===== src/design/emb_pkg.sv =====
// package: constants for the external memory bus interface
package emb_pkg;
  // address map of the data space
  localparam logic [15:0] NVM_LAST   = 16'h01ff;
  localparam logic [15:0] RAM_FIRST  = 16'h0200;
  localparam logic [15:0] RAM_LAST   = 16'h02ff;
  // start vector locations in program space
  localparam logic [15:0] VEC_HI_ADDR = 16'h0000;
  localparam logic [15:0] VEC_LO_ADDR = 16'h0001;
  // general port lines
  localparam int          PORT_LINES = 40;
  localparam logic [39:0] PORT_SEL_RST = 40'h00_0000_0000;
  // strobe phase lengths in cycles
  localparam logic [1:0]  ADDR_CYC = 2'h1;
  localparam logic [1:0]  DATA_CYC = 2'h2;
  // bus cycle phases
  typedef enum logic [2:0] {
    EMB_IDLE, EMB_ADDR, EMB_LATCH, EMB_DATA, EMB_END
  } emb_state_t;
endpackage : emb_pkg


===== src/design/emb_port_mux.sv =====
// file: per-line general port / alternate function selector
`timescale 1ns/1ps
module emb_port_mux (
  input  wire logic        mclk,
  input  wire logic        rst,
  input  wire logic [39:0] alt_sel,
  input  wire logic [39:0] gpio_out,
  input  wire logic [39:0] gpio_oe,
  input  wire logic [39:0] alt_out,
  input  wire logic [39:0] alt_oe,
  output logic      [39:0] port_out,
  output logic      [39:0] port_oe
);
  // ==========================================================
  // selection per line
  logic [39:0] next_out;
  logic [39:0] next_oe;
  for (genvar i = 0; i < emb_pkg::PORT_LINES; i++) begin : g_line
    assign next_out[i] = alt_sel[i] ? alt_out[i] : gpio_out[i];
    assign next_oe[i]  = alt_sel[i] ? alt_oe[i]  : gpio_oe[i];
  end
  // registered so pins come straight from flops
  always_ff @(posedge mclk) begin
    if (rst) begin
      port_out <= emb_pkg::PORT_SEL_RST;
      port_oe  <= emb_pkg::PORT_SEL_RST;
    end else begin
      port_out <= next_out;
      port_oe  <= next_oe;
    end
  end
endmodule : emb_port_mux


===== src/design/emb_bus_if.sv =====
// file: external memory bus sequencer
`timescale 1ns/1ps
module emb_bus_if (
  input  wire logic        mclk,
  input  wire logic        rst,
  input  wire logic        req_valid,
  input  wire logic        req_prog,
  input  wire logic        req_write,
  input  wire logic [15:0] req_addr,
  input  wire logic [7:0]  req_wdata,
  output logic             req_ready,
  output logic             rsp_valid,
  output logic [7:0]       rsp_rdata,
  output logic             rsp_internal,
  output logic             boot_done,
  output logic [15:0]      start_addr,
  input  wire logic        bus_float,
  input  wire logic        wait_in,
  output logic             address_strobe_n,
  output logic             data_strobe_n,
  output logic             read_write,
  output logic             ctl_oe,
  output logic [7:0]       muxed_addr_data_bus_out,
  input  wire logic [7:0]  muxed_addr_data_bus_in,
  output logic             muxed_addr_data_bus_oe,
  output logic [7:0]       upper_address_bus,
  output logic             upper_address_oe,
  output logic             space_is_prog,
  input  wire logic [39:0] alt_sel,
  input  wire logic [39:0] gpio_out,
  input  wire logic [39:0] gpio_oe,
  input  wire logic [39:0] alt_out,
  input  wire logic [39:0] alt_oe,
  output logic      [39:0] port_out,
  output logic      [39:0] port_oe
);
  // ==========================================================
  // state
  emb_pkg::emb_state_t state;
  emb_pkg::emb_state_t next_state;
  logic [1:0]  cnt;
  logic        boot_phase;   // 0 high byte, 1 low byte
  logic        cur_prog;
  logic        cur_write;
  logic        cur_int;
  logic [15:0] cur_addr;
  logic [7:0]  cur_wdata;

  // ==========================================================
  // decode
  // internal data windows
  wire in_nvm   = req_addr <= emb_pkg::NVM_LAST;
  wire in_ram   = req_addr >= emb_pkg::RAM_FIRST && req_addr <= emb_pkg::RAM_LAST;
  wire is_int   = !req_prog && (in_nvm || in_ram);
  // start vector fetch precedes any user request
  wire boot_go  = !boot_done;
  wire take     = (state == emb_pkg::EMB_IDLE) && (boot_go || req_valid);
  wire [15:0] take_addr = boot_go ? (boot_phase ? emb_pkg::VEC_LO_ADDR
                                                : emb_pkg::VEC_HI_ADDR) : req_addr;
  wire take_prog  = boot_go | req_prog;
  wire take_write = !boot_go & req_write;
  wire take_int   = !boot_go & is_int;
  wire cnt_done   = cnt == 2'h0;

  // next state; wait only holds the data phase
  always_comb begin
    next_state = state;
    unique case (state)
      emb_pkg::EMB_IDLE:  if (take) next_state = emb_pkg::EMB_ADDR;
      emb_pkg::EMB_ADDR:  if (cnt_done) next_state = emb_pkg::EMB_LATCH;
      emb_pkg::EMB_LATCH: next_state = emb_pkg::EMB_DATA;
      emb_pkg::EMB_DATA:  if (cnt_done && !wait_in) next_state = emb_pkg::EMB_END;
      emb_pkg::EMB_END:   next_state = emb_pkg::EMB_IDLE;
    endcase
  end

  // ==========================================================
  // sequencer registers
  always_ff @(posedge mclk) begin
    if (rst) begin
      state <= emb_pkg::EMB_IDLE;
      cnt <= 2'h0;
      cur_prog <= 1'b1;
      cur_write <= 1'b0;
      cur_int <= 1'b0;
      cur_addr <= 16'h0000;
      cur_wdata <= 8'h00;
    end else begin
      state <= next_state;
      if (take) begin
        cnt <= emb_pkg::ADDR_CYC - 2'h1;
        cur_prog <= take_prog;
        cur_write <= take_write;
        cur_int <= take_int;
        cur_addr <= take_addr;
        cur_wdata <= req_wdata;
      end else if (state == emb_pkg::EMB_LATCH) begin
        cnt <= emb_pkg::DATA_CYC - 2'h1;
      end else if (!cnt_done) begin
        cnt <= cnt - 2'h1;
      end
    end
  end

  // boot vector and answers
  wire fin = state == emb_pkg::EMB_END;
  always_ff @(posedge mclk) begin
    if (rst) begin
      boot_done <= 1'b0;
      boot_phase <= 1'b0;
      start_addr <= 16'h0000;
      rsp_valid <= 1'b0;
      rsp_rdata <= 8'h00;
      rsp_internal <= 1'b0;
      req_ready <= 1'b0;
    end else begin
      rsp_valid <= fin && boot_done;
      rsp_internal <= cur_int;
      req_ready <= boot_done && (next_state == emb_pkg::EMB_IDLE) && !take;
      // sample read data at data strobe rise
      if (state == emb_pkg::EMB_DATA && next_state == emb_pkg::EMB_END && !cur_write)
        rsp_rdata <= muxed_addr_data_bus_in;
      if (fin && !boot_done) begin
        if (boot_phase) begin
          start_addr[7:0] <= rsp_rdata;
          boot_done <= 1'b1;
        end else begin
          start_addr[15:8] <= rsp_rdata;
        end
        boot_phase <= ~boot_phase;
      end
    end
  end

  // ==========================================================
  // pin drive
  // strobe low only in address phase
  wire next_as_n = !(next_state == emb_pkg::EMB_ADDR);
  // no data strobe for internal data
  wire next_ds_n = !((next_state == emb_pkg::EMB_DATA) && !(take ? take_int : cur_int));
  wire busy      = next_state != emb_pkg::EMB_IDLE;
  wire [15:0] next_addr  = take ? take_addr : cur_addr;
  wire        next_wr    = take ? take_write : cur_write;
  wire        next_prog  = take ? take_prog : cur_prog;
  // address byte then data byte on shared lines
  wire addr_ph = (next_state == emb_pkg::EMB_ADDR) || (next_state == emb_pkg::EMB_LATCH);
  wire [7:0] next_ad = addr_ph ? next_addr[7:0] : cur_wdata;
  // write data launched on the edge that drops the data strobe
  // the address stays through the latch phase so memory holds it at the strobe rise
  wire next_ad_oe = !bus_float && busy && (addr_ph || next_wr);
  always_ff @(posedge mclk) begin
    if (rst) begin
      address_strobe_n <= 1'b1;
      data_strobe_n <= 1'b1;
      read_write <= 1'b1;
      ctl_oe <= 1'b1;
      muxed_addr_data_bus_out <= 8'h00;
      muxed_addr_data_bus_oe <= 1'b0;
      upper_address_bus <= 8'h00;
      upper_address_oe <= 1'b1;
      space_is_prog <= 1'b1;
    end else begin
      address_strobe_n <= next_as_n;
      data_strobe_n <= next_ds_n;
      // direction and space held from address phase
      read_write <= busy ? !next_wr : 1'b1;
      space_is_prog <= next_prog;
      // software float of all bus pins
      ctl_oe <= !bus_float;
      upper_address_oe <= !bus_float;
      // upper byte held for whole cycle
      upper_address_bus <= next_addr[15:8];
      muxed_addr_data_bus_out <= next_ad;
      muxed_addr_data_bus_oe <= next_ad_oe;
    end
  end

  // general port lines
  emb_port_mux u_ports (
    .mclk     (mclk),
    .rst      (rst),
    .alt_sel  (alt_sel),
    .gpio_out (gpio_out),
    .gpio_oe  (gpio_oe),
    .alt_out  (alt_out),
    .alt_oe   (alt_oe),
    .port_out (port_out),
    .port_oe  (port_oe)
  );

  // ==========================================================
  // checks
  // single low cycle of address strobe
  as_pulse_a: assert property (@(posedge mclk) disable iff (rst)
    $fell(address_strobe_n) |=> $rose(address_strobe_n)) else $error("as not one cycle");
  // internal data keeps data strobe high
  ds_int_a: assert property (@(posedge mclk) disable iff (rst)
    (cur_int && state != emb_pkg::EMB_IDLE) |-> data_strobe_n) else $error("ds on internal");
  rw_wr_a: assert property (@(posedge mclk) disable iff (rst)
    (!data_strobe_n && cur_write) |-> !read_write) else $error("rw not low on write");
  // data driven while strobe low on write
  wr_data_a: assert property (@(posedge mclk) disable iff (rst || bus_float)
    (!data_strobe_n && cur_write) |-> muxed_addr_data_bus_oe
    && muxed_addr_data_bus_out == cur_wdata) else $error("write data absent");
  addr_hold_a: assert property (@(posedge mclk) disable iff (rst)
    $rose(address_strobe_n) |-> $stable(upper_address_bus)) else $error("addr moved");
  // float removes drive one cycle later
  bus_float_a: assert property (@(posedge mclk) disable iff (rst)
    bus_float |=> !ctl_oe && !muxed_addr_data_bus_oe && !upper_address_oe)
    else $error("bus not floated");
  wait_hold_a: assert property (@(posedge mclk) disable iff (rst)
    (state == emb_pkg::EMB_DATA && wait_in) |=> state == emb_pkg::EMB_DATA)
    else $error("wait ignored");
  boot_fetch_a: assert property (@(posedge mclk) disable iff (rst)
    (!boot_done && $fell(address_strobe_n)) |-> space_is_prog && read_write)
    else $error("boot fetch wrong");
  prog_ext_a: assert property (@(posedge mclk) disable iff (rst)
    (cur_prog && state == emb_pkg::EMB_DATA) |-> !data_strobe_n) else $error("prog internal");
  boot_c:  cover property (@(posedge mclk) $rose(boot_done));
  write_c: cover property (@(posedge mclk) !data_strobe_n && !read_write);
  int_c:   cover property (@(posedge mclk) rsp_valid && rsp_internal);
  wait_c:  cover property (@(posedge mclk) state == emb_pkg::EMB_DATA && wait_in);
endmodule : emb_bus_if


===== config.mk =====
export PLATFORM = sky130hd
export DESIGN_NAME = emb_bus_if
export DESIGN_NICKNAME = d
export VERILOG_FILES = /design/src/design/emb_pkg.sv /design/src/design/emb_port_mux.sv /design/src/design/emb_bus_if.sv
export SDC_FILE = /design/constraint.sdc
export NUM_CORES = 1
export LEC_CHECK = 0
export ABC_AREA = 1
export BUFFER_PORTS_ARGS = -buffer_cell sky130_fd_sc_hd__buf_4
export CORE_AREA = 2 2 144 146
export DETAILED_ROUTE_END_ITERATION = 6
export DIE_AREA = 0 0 146 148
export MAX_ROUTING_LAYER = met4
export SYNTH_ARGS = -nofsm -noshare
export SYNTH_HDL_FRONTEND = slang
export SYNTH_HIERARCHICAL = 1
export SYNTH_SLANG_ARGS = --single-unit

===== constraint.sdc =====
create_clock -name mclk -period 4.1 [get_ports mclk]
set_clock_uncertainty 0.05 [all_clocks]
set_input_delay 0.41 -clock mclk [delete_from_list [all_inputs] [get_ports mclk]]
set_output_delay 0.41 -clock mclk [all_outputs]
set_load 0.005 [all_outputs]

==> summary.md, run 1 <==
| Metric | Value |
|---|---|
| Status | `aborted with a tool error` |
| Yosys warns | `6` |
| Vias in the first global route | `5899` |
| Die width | `146 um` |
| IO Port Bufs | `369` |
| # clock sinks | `154` |
| Synth area leaders | `dfxtp_1 50%, nand2_1 11%, nor2_1 11%` |
| First-pass GRT wire length | `31590 um` |
| Die height | `148 um` |
| Synth top cells by count | `188 x nand2_1, 182 x nor2_1, 154 x dfxtp_1, 133 x inv_1, 46 x a21oi_1` |
| Post-Synthesis Mean Instance Area | `7.157 um2` |
| Longest Clk Path Bufs | `2` |
| Share of async-settable or async-resettable flops after synthesis | `0%` |
| Post-CTS Resized | `0` |
| Post-Synth XOR/XNOR Area | `0%` |
| Last stage | `detailed routing (5_2_route)` |
| Synth Area in Compound Gates | `7.437%` |
| Clock root cell | `clkbuf_16` |
| Synth unique cells | `32` |
| Tool Error | `[ERROR DRT-0255] Maze Route cannot find path of net mclk in worker of routeBox ( 96600 0 ) ( 146000 48300 ).` |
| Post-synth net total | `1105` |
| Post-Syn Area | `6191 um2` |
| Synth Area in Simple Gates | `29.77%` |
| Cts bufs inserted | `17` |
| Num ports | `370` |
| Yosys top cell by area | `dfxtp_1` |
| Main combinational cell family by area after synthesis | `simple AND/OR/NAND/NOR gates` |
| Cells after Synth | `865` |
| Num rows | `52` |
| Sequential share of the synthesized area | `49.80%` |
| GRT Total Usage | `19.41%` |
| EDFF count, synth | `0` |
| Most common cell in the netlist | `nand2_1` |
| Initial Utilization | `30.89%` |
| #FFs+latches synth | `154` |
| Cts hold-fix bufs | `0` |
| Top-area cell type share of the netlist area | `49.80%` |
| Adder-cell area share of the yosys netlist | `0.2021%` |
| Largest net degree at the start of global routing | `81` |
| Setup bufs post-CTS | `0` |
| Total grt overflow | `0` |
| Antenna violations before repair | `0` |
| HPWL after DPL | `16860 um` |
| Most used DFF post-synth | `dfxtp_1` |
| Final GP Congestion | `0.8510` |
| # H-tree levels | `4` |
| Multiplexer share of the synthesized area | `0.1617%` |
==> cell families after synthesis <==
logic type / Yosys count
buf+inv: 177
flops: 154
compound gates: 91
simple gates: 441
mux: 1
fa+ha+maj: 1
==> per-layer routing <==
metal	global-route usage [%]
met5	-
met4	5.340
met3	6.327
met2	32.36
met1	22.56
==> per-stage QoR <==
step / cell area [um2] / setup WS (ns) / util [%] / hold slack [ns] / std cells
floorplan: 6191 / 2.449 / - / 0.3527 / 865
global placement: 9061 / 1.939 / 45.22 / 0.3983 / 1470
detailed placement: 9061 / 1.811 / 45.22 / 0.4038 / 1470
CTS: 9643 / 1.819 / 48.12 / 0.1200 / 1501
global route: 9643 / 1.558 / 48.12 / 0.1328 / 1501
==> run 2: changes to the inputs <==
Settings changed: CORE_AREA 2 2 144 146 to unset, CORE_MARGIN set to 1.5, CORE_UTILIZATION set to 25, DIE_AREA 0 0 146 148 to unset, MAX_ROUTING_LAYER met4 to unset, PLACE_DENSITY_LB_ADDON set to 0.15.
==> summary.md, run 2 <==
| Metric | Value |
|---|---|
| Post-Syn Area | `6191 um2 (unchanged)` |
| Clk_lat worst skew | `0.42 ns` |
| Logic gate share of total power | `24.6%` |
| Most used DFF post-synth | `dfxtp_1 (unchanged)` |
| Post-CTS Resized | `0 (unchanged)` |
| Antenna violations before repair | `0 (unchanged)` |
| Cts bufs inserted | `17 (unchanged)` |
| CP cell instances | `nand2_1 > nand3_2 > inv_2 > nand3_1 > o21ai_0` |
| Sequential share of the synthesized area | `49.80% (unchanged)` |
| Flop pwr share | `38.5%` |
| Post-route setup TNS | `0 ns` |
| Yosys warns | `6 (unchanged)` |
| Post-Synthesis Mean Instance Area | `7.157 um2 (unchanged)` |
| Fmax | `447.3 MHz` |
| Post-synth net total | `1105 (unchanged)` |
| # clock sinks | `154 (unchanged)` |
| Element type at the critical path start | `flip-flop` |
| Antenna diodes | `0` |
| Vias in the first global route | `6071 (was 5899)` |
| CTS tree | `built` |
| Slew Limit Fails | `0` |
| Placed insts | `1524 (was 1470)` |
| Largest fanout on the critical path | `31` |
| Power density over cell area | `453.0 nW/um2` |
| Initial drt markers | `234` |
| Die height | `160.4 um (was 148 um)` |
| R2R setup slack | `1.86 ns` |
| #FFs+latches synth | `154 (unchanged)` |
| Final Hold Viols | `0` |
| Routed WL | `21070 um` |
| Cts hold-fix bufs | `0 (unchanged)` |
| Maximum VDD drop | `0.2254 mV` |
| Crit end category | `flip-flop` |
| Most frequent cells in the layout | `370 x buf_4, 188 x nand2_1, 182 x nor2_1` |
| Most common cell in the netlist | `nand2_1 (unchanged)` |
| Routed WL per cell | `13.54 um` |
| Synth area leaders | `dfxtp_1 50%, nand2_1 11%, nor2_1 11% (unchanged)` |
| Share of async-settable or async-resettable flops after synthesis | `0% (unchanged)` |
| Final setup vio count | `0` |
| Cells after Synth | `865 (unchanged)` |
| Largest net degree at the start of global routing | `81 (unchanged)` |
| Core Area | `24320 um2` |
| Max-slew headroom at the worst pin | `39.31%` |
| FF-to-FF path depth | `5` |
| Clock root cell | `clkbuf_16 (unchanged)` |
| Synthesis-to-layout area growth | `57.28%` |
| Die width | `160.4 um (was 146 um)` |
| # H-tree levels | `4 (unchanged)` |
| Status | `finished clean (was aborted with a tool error)` |
| Initial Utilization | `25.46% (was 30.89%)` |
| Synth unique cells | `32 (unchanged)` |
| GRT Total Usage | `16.21% (was 19.41%)` |
| Final Cycle Share | `54.53%` |
| Avg Vias per Cell | `3.960` |
| Final Power | `4.410 mW` |
| Largest regs | `u_ports/port_oe (40), u_ports/port_out (40)` |
| Critical Path Sink | `cur_addr[8]` |
| Crit-path slowest cell | `dfxtp_1` |
| R2r endpoint | `cur_addr[8]` |
| IO Port Bufs | `369 (unchanged)` |
| RSZ-0062 raised after global routing | `false` |
| Total grt overflow | `0 (unchanged)` |
| Longest Clk Path Bufs | `2 (unchanged)` |
| Num ports | `370 (unchanged)` |
| Worst Hold Class | `input port to flip-flop` |
| Switch Pwr | `1.407 mW` |
| Top-area cell type share of the netlist area | `49.80% (unchanged)` |
| HPWL after DPL | `16610 um (was 16860 um)` |
| Slowest stage delay, CP | `0.49 ns` |
| FF-to-FF Start | `boot_done` |
| Leakage | `5.096 nW` |
| Setup bufs post-CTS | `0 (unchanged)` |
| Layout cell share with drive strength beyond 1 | `36.04%` |
| Pint | `3.003 mW` |
| Synth top cells by count | `188 x nand2_1, 182 x nor2_1, 154 x dfxtp_1, 133 x inv_1, 46 x a21oi_1 (unchanged)` |
| Detailed Routing Iterations Pass 1 | `4` |
| Final GP Congestion | `0.8144 (was 0.8510)` |
| First-pass GRT wire length | `32170 um (was 31590 um)` |
| Max cap viols | `0` |
| Worst-margin pin slew | `0.9104 ns` |
| EDFF count, synth | `0 (unchanged)` |
| CP Data Required Time | `4.39 ns` |
| Vias | `6162` |
| Post-layout net count | `1459` |
| Full die area | `25720 um2` |
| Yosys top cell by area | `dfxtp_1 (unchanged)` |
| Filler cells | `2586` |
| Non-filler instance count after layout | `1556` |
| Num rows | `57 (was 52)` |
| Clock Pin Slew Worst Setup and Hold Paths | `0.07 ns` |
| Sw frac | `31.91%` |
| Fin crit period | `2.236 ns` |
| Clock power share | `36.9%` |
| Crit Path Class | `flip-flop to flip-flop` |
| Setup crit start | `boot_done` |
| WP data arrival | `2.53 ns` |
| Antenna Nets Post-Route | `0` |
| Worst Hold Margin | `0.1195 ns` |
| DRC Markers | `0` |
| Most common cell after layout, fill and taps aside | `buf_4` |
## run 2: cell families after synthesis
group           synth area share (%)
simple gates                   29.77
buf+inv                        12.63
flops                          49.80
compound gates                 7.437
mux                           0.1617
fa+ha+maj                     0.2021
## run 2: stage by stage
| step | instance area, um2 | util (%) | setup WS, ns |
|---|---|---|---|
| 2_1_floorplan | 6191 | - | 2.449 |
| 3_3_place_gp | 9129 | 37.54 | 1.889 |
| 3_5_place_dp | 9129 | 37.54 | 1.844 |
| 4_1_cts | 9737 | 40.04 | 1.826 |
| 5_1_grt | 9737 | 40.04 | 1.626 |
| 6_report | 9737 | 40.04 | 1.864 |
## run 2: how the worst min path moves through the flow
stage                            start               end  slack (ns)  depth (start not counted)
after floorplan                cur_int      rsp_internal        0.35                          2
after global placement    cur_wdata[1]      cur_wdata[1]        0.40                          2
after detailed placement  cur_wdata[1]      cur_wdata[1]        0.41                          2
after CTS                    bus_float  upper_address_oe        0.09                          2
after global routing         bus_float  upper_address_oe        0.12                          2
final                        bus_float  upper_address_oe        0.12                          2
## run 2: routing by layer
layer	up-vias	track usage, %	routed length, um
met5	-	0	0
met4	0	7.434	623
met3	28	5.682	1646
met2	206	28.79	10590
met1	2638	17.22	8210
li1	3290	-	-
## run 2: layout make-up
| cell class | instances | area, um2 | area share [%] |
|---|---|---|---|
| sequential | 154 | 3083 | 31.66 |
| clock buffer | 17 | 425.4 | 4.369 |
| tap | 324 | 405.4 | 4.163 |
| multi-input combinational | 534 | 2326 | 23.89 |
| clock inverter | 15 | 182.7 | 1.876 |
| inverter | 142 | 536.8 | 5.513 |
| timing repair buffer | 370 | 2778 | 28.53 |
## run 2: power groups by stage
stage               clock network, mW  registers, mW  logic [mW]
finish                           1.63           1.70        1.09
global route                     1.74           1.71        1.23
CTS                              1.67           1.70        1.10
detailed placement                  0           1.73        1.09
global placement                    0           1.73        1.08
floorplan                           0           1.73       0.657
## run 2: worst max-delay path: cells and delay by family (launching register included)
family,cells,cell delay (ns)
and+or+nand+nor,3,0.91
DFF,1,0.49
buffers and inverters,1,0.45
AOI/OAI and AO/OA,1,0.24
No activity file was read; power rests on OpenSTA's default activity.
